### config.mk
export PLATFORM = sky130hd
export DESIGN_NAME = boe_exec_unit
export DESIGN_NICKNAME = d
export VERILOG_FILES = /design/src/boe_alu.v /design/src/boe_exec_unit.v
export VERILOG_INCLUDE_DIRS = /design/src
export SDC_FILE = /design/constraint.sdc
export NUM_CORES = 2
export LEC_CHECK = 0
export ABC_AREA = 0
export BUFFER_PORTS_ARGS = -buffer_cell sky130_fd_sc_hd__buf_2
export CAP_MARGIN = 20
export CORE_MARGIN = 5
export CORE_UTILIZATION = 30
export CTS_BUF_LIST = sky130_fd_sc_hd__clkbuf_4
export DETAILED_ROUTE_END_ITERATION = 6
export PLACE_DENSITY = 0.41
export SYNTH_ARGS = -nofsm -noshare
export SYNTH_HDL_FRONTEND = slang
export SYNTH_SLANG_ARGS = --single-unit
### constraint.sdc
create_clock -name clock -period 5.3 [get_ports clock]
set_input_delay 1.06 -clock clock [delete_from_list [all_inputs] [get_ports clock]]
set_output_delay 1.06 -clock clock [all_outputs]
set_load 0.05 [all_outputs]
### src/boe_defines.vh
// Opcode patterns, field positions, reset values and stack depth for the byte operation execute unit.
`ifndef BOE_DEFINES_VH
`define BOE_DEFINES_VH
`define BOE_OP6_ADD_REG    6'h07
`define BOE_OP6_AND_REG    6'h05
`define BOE_OP6_DEC_SKIP   6'h0b
`define BOE_OP6_INC        6'h0a
`define BOE_OP6_INC_SKIP   6'h0f
`define BOE_OP6_OR_REG     6'h04
`define BOE_OP6_ROT_LEFT   6'h0d
`define BOE_OP5_ADD_LIT    5'h1f
`define BOE_OP6_AND_LIT    6'h39
`define BOE_OP6_OR_LIT     6'h38
`define BOE_OP4_LOAD_LIT   4'hc
`define BOE_OP4_RET_LIT    4'hd
`define BOE_OP3_JUMP       3'h5
`define BOE_INSN_RET_IRQ   14'h0009
`define BOE_INSN_RET_CALL  14'h0008
`define BOE_DEST_BIT       7
`define BOE_LATCH_HI       4
`define BOE_LATCH_LO       3
`define BOE_GIE_BIT        7
`define BOE_FLAG_C         0
`define BOE_FLAG_DC        1
`define BOE_FLAG_Z         2
`define BOE_PC_RESET       13'h0000
`define BOE_ACC_RESET      8'h00
`define BOE_STACK_DEPTH    8
`endif

### src/boe_alu.v
// Combinational result and flag unit for register and literal operations.
`timescale 1ns/1ps
module boe_alu (
  // Operands
  input  wire [13:0] insn,
  input  wire [7:0]  acc,
  input  wire [7:0]  reg_val,
  input  wire        carry_in,
  // Results
  output reg  [7:0]  result,
  output reg         carry_out,
  output reg         nib_out,
  output reg         upd_c,
  output reg         upd_dc,
  output reg         upd_z,
  output reg         skip
);
`include "boe_defines.vh"
  reg [8:0] sum;
  reg [4:0] nsum;
  always @* begin
    result    = 8'h00;
    carry_out = carry_in;
    nib_out   = 1'b0;
    upd_c     = 1'b0;
    upd_dc    = 1'b0;
    upd_z     = 1'b0;
    skip      = 1'b0;
    sum       = 9'h000;
    nsum      = 5'h00;
    if (insn[13:9] == `BOE_OP5_ADD_LIT) begin
      sum       = {1'b0, acc} + {1'b0, insn[7:0]};
      nsum      = {1'b0, acc[3:0]} + {1'b0, insn[3:0]};
      result    = sum[7:0];
      carry_out = sum[8];
      nib_out   = nsum[4];
      upd_c     = 1'b1;
      upd_dc    = 1'b1;
      upd_z     = 1'b1;
    end else if (insn[13:8] == `BOE_OP6_AND_LIT) begin
      result = acc & insn[7:0];
      upd_z  = 1'b1;
    end else if (insn[13:8] == `BOE_OP6_OR_LIT) begin
      result = acc | insn[7:0];
      upd_z  = 1'b1;
    end else begin
      case (insn[13:8])
        `BOE_OP6_ADD_REG: begin
          sum       = {1'b0, acc} + {1'b0, reg_val};
          nsum      = {1'b0, acc[3:0]} + {1'b0, reg_val[3:0]};
          result    = sum[7:0];
          carry_out = sum[8];
          nib_out   = nsum[4];
          upd_c     = 1'b1;
          upd_dc    = 1'b1;
          upd_z     = 1'b1;
        end
        `BOE_OP6_AND_REG: begin
          result = acc & reg_val;
          upd_z  = 1'b1;
        end
        `BOE_OP6_OR_REG: begin
          result = acc | reg_val;
          upd_z  = 1'b1;
        end
        `BOE_OP6_INC: begin
          result = reg_val + 8'h01;
          upd_z  = 1'b1;
        end
        `BOE_OP6_DEC_SKIP: begin
          result = reg_val - 8'h01;
          skip   = (result == 8'h00);
        end
        `BOE_OP6_INC_SKIP: begin
          result = reg_val + 8'h01;
          skip   = (result == 8'h00);
        end
        `BOE_OP6_ROT_LEFT: begin
          result    = {reg_val[6:0], carry_in};
          carry_out = reg_val[7];
          upd_c     = 1'b1;
        end
        default: begin
          result = 8'h00;
        end
      endcase
    end
  end
endmodule

### src/boe_exec_unit.v
// Decode and execute core: fetch, accumulator, flags, register file, stack and program counter.
`timescale 1ns/1ps
// How it works
// - Add literal to accumulator, all three flags.
// - Add accumulator and register, all three flags.
// - Destination bit selects accumulator or register.
// - AND literal into accumulator, zero flag only.
// - AND accumulator with register, zero flag.
// - Decrement, skip next when zero, no flags.
// - Increment register, zero flag only.
// - Increment, skip next when zero, no flags.
// - Jump loads eleven bits, two cycles.
// - Jump upper bits come from upper latch.
// - OR accumulator with register, zero flag.
// - OR literal into accumulator, zero flag.
// - Load literal, no flags, ignore spare bits.
// - Return from irq pops, sets global enable.
// - Return with literal loads accumulator, pops.
// - Return pops stack into program counter.
// - Rotate left through carry, carry only.
module boe_exec_unit (
  // Clock and reset
  input  wire        clock,
  input  wire        resetn,
  // Program memory
  output reg  [12:0] pm_addr_q,
  input  wire [13:0] pm_data,
  // Software-visible control written by other core logic
  input  wire        latch_we,
  input  wire [7:0]  latch_wdata,
  input  wire        stack_push,
  input  wire [12:0] stack_push_addr,
  // State
  output reg  [7:0]  acc_q,
  output reg  [2:0]  status_q,
  output reg  [12:0] pc_q,
  output reg         gie_q,
  output reg  [7:0]  upper_latch_q,
  output reg         flush_q,
  // APB register port
  input  wire        psel,
  input  wire        penable,
  input  wire        pwrite,
  input  wire [11:0] paddr,
  input  wire [31:0] pwdata,
  output reg  [31:0] prdata,
  output reg         pready,
  output reg         pslverr
);
`include "boe_defines.vh"
  // Register file, one byte per address.
  reg  [7:0]  regs_q [0:127];
  reg  [12:0] stack_q [0:`BOE_STACK_DEPTH-1];
  reg  [2:0]  sp_q;
  reg  [13:0] insn_q;
  reg         valid_q;
  reg  [12:0] pc_d;
  wire [7:0]  reg_val;
  wire [7:0]  result;
  wire        carry_out;
  wire        nib_out;
  wire        upd_c;
  wire        upd_dc;
  wire        upd_z;
  wire        skip;
  wire        is_reg_op;
  wire        is_jump;
  wire        is_ret;
  wire        is_ret_irq;
  wire        is_ret_lit;
  wire        is_load_lit;
  wire        do_exec;
  wire        apb_go;
  wire        is_lit_op;
  wire [2:0]  sp_pop;

  function is_reg_opcode;
    input [5:0] op;
    begin
      is_reg_opcode = (op == `BOE_OP6_ADD_REG) || (op == `BOE_OP6_AND_REG) ||
                      (op == `BOE_OP6_DEC_SKIP) || (op == `BOE_OP6_INC) ||
                      (op == `BOE_OP6_INC_SKIP) || (op == `BOE_OP6_OR_REG) ||
                      (op == `BOE_OP6_ROT_LEFT);
    end
  endfunction

  // Only the literal operations the unit implements may load the accumulator from the ALU.
  function is_lit_opcode;
    input [13:0] word;
    begin
      is_lit_opcode = (word[13:9] == `BOE_OP5_ADD_LIT) || (word[13:8] == `BOE_OP6_AND_LIT) ||
                      (word[13:8] == `BOE_OP6_OR_LIT);
    end
  endfunction

  assign do_exec     = valid_q & ~flush_q;
  assign reg_val     = regs_q[insn_q[6:0]];
  assign is_reg_op   = is_reg_opcode(insn_q[13:8]);
  assign is_jump     = (insn_q[13:11] == `BOE_OP3_JUMP);
  assign is_ret_irq  = (insn_q == `BOE_INSN_RET_IRQ);
  assign is_ret      = (insn_q == `BOE_INSN_RET_CALL) || is_ret_irq;
  assign is_ret_lit  = (insn_q[13:10] == `BOE_OP4_RET_LIT);
  assign is_load_lit = (insn_q[13:10] == `BOE_OP4_LOAD_LIT);
  assign is_lit_op   = is_lit_opcode(insn_q);
  assign sp_pop      = sp_q - 3'h1;
  assign apb_go      = psel & penable;

  boe_alu u_alu (
    .insn      (insn_q),
    .acc       (acc_q),
    .reg_val   (reg_val),
    .carry_in  (status_q[`BOE_FLAG_C]),
    .result    (result),
    .carry_out (carry_out),
    .nib_out   (nib_out),
    .upd_c     (upd_c),
    .upd_dc    (upd_dc),
    .upd_z     (upd_z),
    .skip      (skip)
  );

  // A taken branch or skip flushes the prefetched word, which costs the second cycle.
  always @* begin
    pc_d = pc_q + 13'h0001;
    if (do_exec && is_jump) begin
      pc_d = {upper_latch_q[`BOE_LATCH_HI:`BOE_LATCH_LO], insn_q[10:0]};
    end else if (do_exec && (is_ret || is_ret_lit)) begin
      pc_d = stack_q[sp_pop];
    end
  end

  always @(posedge clock or negedge resetn) begin
    if (!resetn) begin
      pc_q          <= `BOE_PC_RESET;
      pm_addr_q     <= `BOE_PC_RESET;
      insn_q        <= 14'h0000;
      valid_q       <= 1'b0;
      flush_q       <= 1'b0;
      acc_q         <= `BOE_ACC_RESET;
      status_q      <= 3'h0;
      gie_q         <= 1'b0;
      upper_latch_q <= 8'h00;
      sp_q          <= 3'h0;
    end else begin
      pc_q      <= pc_d;
      pm_addr_q <= pc_d;
      insn_q    <= pm_data;
      valid_q   <= 1'b1;
      flush_q   <= do_exec & (is_jump | is_ret | is_ret_lit | (is_reg_op & skip));
      if (latch_we) begin
        upper_latch_q <= latch_wdata;
      end
      if (stack_push) begin
        sp_q <= sp_q + 3'h1;
      end
      if (do_exec) begin
        if (upd_c) begin
          status_q[`BOE_FLAG_C] <= carry_out;
        end
        if (upd_dc) begin
          status_q[`BOE_FLAG_DC] <= nib_out;
        end
        if (upd_z) begin
          status_q[`BOE_FLAG_Z] <= (result == 8'h00);
        end
        if (is_reg_op) begin
          if (!insn_q[`BOE_DEST_BIT]) begin
            acc_q <= result;
          end
        end else if (is_load_lit || is_ret_lit) begin
          acc_q <= insn_q[7:0];
        end else if (is_lit_op) begin
          acc_q <= result;
        end
        if (is_ret || is_ret_lit) begin
          sp_q <= sp_pop;
        end
        if (is_ret_irq) begin
          gie_q <= 1'b1;
        end
      end
    end
  end

  // APB view: word 0 accumulator, 1 status, 2 program counter, 3 upper latch, 4 irq control.
  always @(posedge clock or negedge resetn) begin
    if (!resetn) begin
      prdata  <= 32'h00000000;
      pready  <= 1'b0;
      pslverr <= 1'b0;
    end else begin
      pready  <= psel & ~penable;
      pslverr <= 1'b0;
      if (psel && !penable) begin
        case (paddr[11:2])
          10'h000: prdata <= {24'h000000, acc_q};
          10'h001: prdata <= {29'h00000000, status_q};
          10'h002: prdata <= {19'h00000, pc_q};
          10'h003: prdata <= {24'h000000, upper_latch_q};
          10'h004: prdata <= {24'h000000, gie_q, 7'h00};
          10'h005: prdata <= 32'h00000000;
          default: begin
            prdata  <= 32'h00000000;
            pslverr <= 1'b1;
          end
        endcase
      end
    end
  end
  // The arrays carry no reset, so they live apart from the reset flops; a core write beats a bus write.
  always @(posedge clock) begin
    if (stack_push) begin
      stack_q[sp_q] <= stack_push_addr;
    end
    if (apb_go && pready && pwrite && paddr[11:2] == 10'h005) begin
      regs_q[pwdata[14:8]] <= pwdata[7:0];
    end
    if (do_exec && is_reg_op && insn_q[`BOE_DEST_BIT]) begin
      regs_q[insn_q[6:0]] <= result;
    end
  end
endmodule

# Yosys cells after proc, flatten, opt, wreduce, memory -nomap -nowiden
# Memories as Yosys holds them, arrays and structs flattened.
# Index checks and enable logic that the tools add are counted.
# W data, S select, Z words.
# totals
regBits	86
ramBits	1128
inputBits	86
output_inout_bits	81
mem_count	2
# mem_list
name	depth	width	rd	rd_ports_with_merged_regs	write_ports	line_no	source
regs_q	128	8	1	0	2	boe_exec_unit.v:52	reg [7:0] regs_q [0:127];
stack_q	8	13	1	0	1	boe_exec_unit.v:53	reg [12:0] stack_q [0:`BOE_STACK_DEPTH-1];
# op_classes
add_sub_neg	9
eq_ne	23
mux	46
bitwise	14
n_reduce_logical	35
# ops
cell	n
$pmux W13 S5	1
$mux W8	7
$pmux W8 S6	1
$mux W1	30
$eq A14 B4 Y1 const B	2
$mux W13	2
$eq A6 B4 Y1 const B	4
$logic_not A8 Y1	3
$eq A10 B2 Y1 const B	2
$eq A10 B3 Y1 const B	2
$add A8 B8 Y9	2
$eq A6 B3 Y1 const B	3
$and A8 B8 Y8	2
$or A8 B8 Y8	2
$add A13 B1 Y13 const B	1
$eq A6 B6 Y1 const B	2
$logic_or A1 B1 Y1	11
$add A4 B4 Y5	2
$eq A10 B1 Y1 const B	1
$logic_not A10 Y1	1
$mux W3	3
$add A8 B1 Y8 const B	1
$eq A4 B4 Y1 const B	2
$logic_and A1 B1 Y1	8
other kinds (18)	32

# Longest topological paths before layout
# depth
ltp_word	11
mapped_depth	25

# Modules after synthesis
# Synthesis repeated with hierarchy kept, for this count alone.
# hier_totals
hier_cells	4206
hier_area_um2	63591.0
# by_module_without_submodules
module	n_inst	cells_each	area_each_um2	seq_area_each_um2
boe_exec_unit	1	3921	61665.4	35549.1
boe_alu	1	285	1925.6	0.0

# Worst setup path before layout
# No wires, ideal clock.
# synth_timing
path_kind	reg2reg
from	reg insn_q[0]
to	mem regs_q[100][5], data pin
setup_ns	0.267
arrival_ns	4.561
required_time_ns	5.033
path_slack_ns	0.473
path_stages_with_launch	24
path_buffers	6
period_less_slack_ns	4.827
cell_sequence	dfrtp_1 buf_6 buf_12 buf_12 buf_6 mux2i_1 a22oi_1 and3_1 nor4_1 nor4_2 inv_1 ha_1 a21o_1 a21oi_1 o21bai_1 a21oi_1 xnor2_1 a221oi_1 o21ai_0 a211oi_1 o21a_1 buf_2 clkbuf_1 o21ai_0
# synth_lines
element	line_no	source
start, declared	boe_exec_unit.v:55	reg [13:0] insn_q;
start signal, assigned	boe_exec_unit.v:147	insn_q <= pm_data;
end, declared	boe_exec_unit.v:52	

==> flow_summary.yaml <==
clocking:
  cts_buffer_depth: 4
  ctsRootBufferMaster: "clkbuf_4"
  clk-insertion-delay-late_ns: 1.39
  numCtsBuffers: 360
  h-tree-depth: 5
  clock-sinks: 1195
  clkTransAtPathRegs_ns: 0.06
  cts_tree: "built"
global_route:
  overflow: 0
  grt_pass1_wl_um: 322000
  grt_max_degree: 94
  grt_pass1_vias: 44400
  grt_antenna_before_repair: 10
  grt.total_usage: 0.210
finish:
  nNetsFinal: 6123
  layout.cells.non_filler: 8895
  register_area_um2: 35600
  final_cell_mix: "nand2_1, edfxtp_1, o21ai_0"
  drive_gt1_frac: 0.293
  final_area_um2: 74700
  final_common_cell: "nand2_1"
  fill_cells: 19600
  area_growth_pct: 24.0
  utilization: 0.374
  multi_input_area_um2: 22900
critical_path:
  start_kind: "register"
  crit_top_cell: "buf_12"
  cp_cell_sequence: "buf_12 -> buf_16 -> buf_12 -> mux4_2 -> mux2i_1 -> buf_4 -> o22ai_4 -> nor4_2 -> buf_4 -> nor4_4 -> ha_2 -> fa_2 -> a21o_1 -> a21oi_2 -> o21bai_1 -> a21oi_2 -> xnor2_1 -> a21oi_1 -> o221ai_2 -> a221oi_4 -> buf_12 -> buf_12 -> buf_8 -> o21ai_1"
  cp_data_arrival_time_ns: 6.38
  slowest_stage: "dfrtp_4"
  slowest_delay_ns: 0.52
  end_kind: "register"
  crit_fanout: 8
  cpLargestDelayFamily: "buffers and inverters"
  crit_buf_inv: 8
  crit_type: "register to register"
  cp.required_ns: 6.36
die:
  fp-row-count: 164
  dieArea_um2: 210000
  chipHeight_um: 458
  ios: 167
  die_w_um: 458
  start_util: 0.302
  core_um2: 200000
route:
  drc: 0
  drtAntennaViolNets: 0
  via_per_inst: 5.10
  wirelength_um: 233000
  drt-wirelength-per-cell_um: 26.2
  num_vias: 45400
  drt_iter0_markers: 3887
  firstDrtPassIters: 5
place:
  place_area_um2: 67600
  dp.cells: 8138
  hpwlAfterDp_um: 148000
  gp_congestion: 0.877
  io_buffers: 128
synthesis:
  yosysUniqueCellTypes: 72
  syn_inst: 5243
  synth_edf_count: 1128
  ys_ff_latch: 1195
  async_reset_ff_frac: 0.0561
  yosysSeqAreaShare: 0.590
  synth_area_um2: 60300
  ys_warn_count: 0
  synthFlopType: "edfxtp_1"
  avgSynthCellArea_um2: 11.5
power_and_ir_drop:
  power-per-cell-area_nw_per_um2: 324
  power.leakage_nw: 28.6
  ir_drop_uv: 392
sta:
  finalHoldViolations: 0
  fmax_mhz: 188
  relSlewSlack: 0.232
  worst_slew_pin_slew_ns: 1.15
  period_share: 1.00
  finalSetupViolations: 9
  period_minus_slack_ns: 5.33
  worst_slack_ns: -0.0250
  fin_skew_ns: 0.157
  rsz0062_at_grt: "yes"
  slew_viol_final: 0
outcome:
  violations: "negative setup slack"
  status: "finished, violations left"
hold_path:
  hold_path_class: "input pin to register"
flow_run:
  drv_cap: 0
==> final timing paths <==
kind | start | cells after the start | slack, ns | end
hold reg to reg | prdata[3] | 2 | 0.47 | prdata[3]
max in group asynchronous | resetn | 2 | 4.25 | insn_q[1]
setup reg to reg | insn_q[0] | 24 | -0.03 | regs_q[123][6]
hold / removal | paddr[8] | 4 | 0.18 | prdata[7]
setup / recovery | insn_q[0] | 24 | -0.03 | regs_q[123][6]
min in group asynchronous | resetn | 2 | 0.38 | upper_latch_q[1]
==> layout make-up <==
class	instances	area share
clock buffer	498	0.0501
sequential	1195	0.476
inverter	39	0.00203
antenna	21	0.000704
timing repair buffer	912	0.114
tap	2656	0.0445
multi-input combinational	3488	0.306
clock inverter	86	0.00596
==> cell usage after synthesis, types with 13 or more instances <==
cell / instances / area, um^2
nand2_1: 1331 / 5000
edfxtp_1: 1128 / 33900
o21ai_0: 1202 / 6020
a31oi_1: 13 / 81.3
mux2_2: 18 / 203
nor4_1: 21 / 131
buf_6: 25 / 282
clkbuf_1: 391 / 1470
buf_2: 49 / 245
xnor2_1: 27 / 236
o22ai_1: 32 / 200
mux4_2: 258 / 5810
a21oi_1: 70 / 350
nor3_1: 19 / 95.1
ha_1: 39 / 488
nor2b_1: 20 / 125
dfrtp_1: 67 / 1680
inv_1: 35 / 131
and3_1: 19 / 119
nor2_1: 76 / 285
a22oi_1: 26 / 195
nand3_1: 31 / 155
mux2i_1: 136 / 1360
buf_4: 55 / 413
==> through the flow <==
stage	worst slack, ns	total power, W	hold WS, ns	setup TNS, ns
floorplan	0.473	0.0136	0.523	0
global placement	-0.410	0.0153	0.459	-129.69
detailed placement	-0.419	0.0153	0.461	-119.08
CTS	-0.0913	0.0242	0.000703	-4.32
global route	-0.145	0.0254	0.0454	-22.77
finish	-0.0250	0.0242	0.184	-0.113
==> metal layers <==
metal	GRT usage	vias to the layer above	wire length [um]
li1	-	21000	-
met4	0.0666	0	6380
met3	0.0356	362	13700
met2	0.343	1588	112000
met1	0.286	22500	101000
met5	0	-	0
==> repair_timing <==
| item | 4_1_cts | 5_1_grt |
|---|---|---|
| endpoints found under the setup margin | 542 | 605 |
| gates resized for setup | 56 | 232 |
| setup buffers | 12 | 58 |
| pin swaps | 0 | 44 |
| endpoints found under the hold margin | 201 | 0 |
| hold buffers | 48 | 0 |
| cloned | 6 | 31 |
==> logic make-up (layout without fill, tap and decap cells) <==
group / after synthesis / after routing / share of synthesized area
compound gates: 1419 / 1419 / 0.124
other cells: 2 / 41 / 0.000125
mux: 412 / 412 / 0.122
simple gates: 1560 / 1560 / 0.104
buf+inv: 578 / 1535 / 0.0455
fa+ha+maj: 41 / 41 / 0.00876
xor+xnor: 36 / 36 / 0.00523
flops: 1195 / 1195 / 0.590
==> sequential cells by signal, indices dropped and copies added (netlist names) <==
name	cells
pc_q	13
flush_q	1
valid_q	1
insn_q	14
prdata	13
status_q	3
sp_q	3
pready	1
upper_latch_q	8
acc_q	8
stack_q	104
regs_q	1024
pslverr	1
gie_q	1
==> power breakdown <==
part | leakage [nW] | total [W] | internal (W) | switching (W)
logic | 15.1 | 0.00479 | 0.00184 | 0.00296
clock network | 2.51 | 0.00862 | 0.00448 | 0.00414
registers | 11.0 | 0.0108 | 0.0105 | 0.000234
==> tightest hold or removal path: stages <==
cell,delay (ns)
buf_2,0.07
nor4_1,0.04
nand2_1,0.19
o31ai_1,0.12
Note: power is estimated with default switching activity, not from simulation.
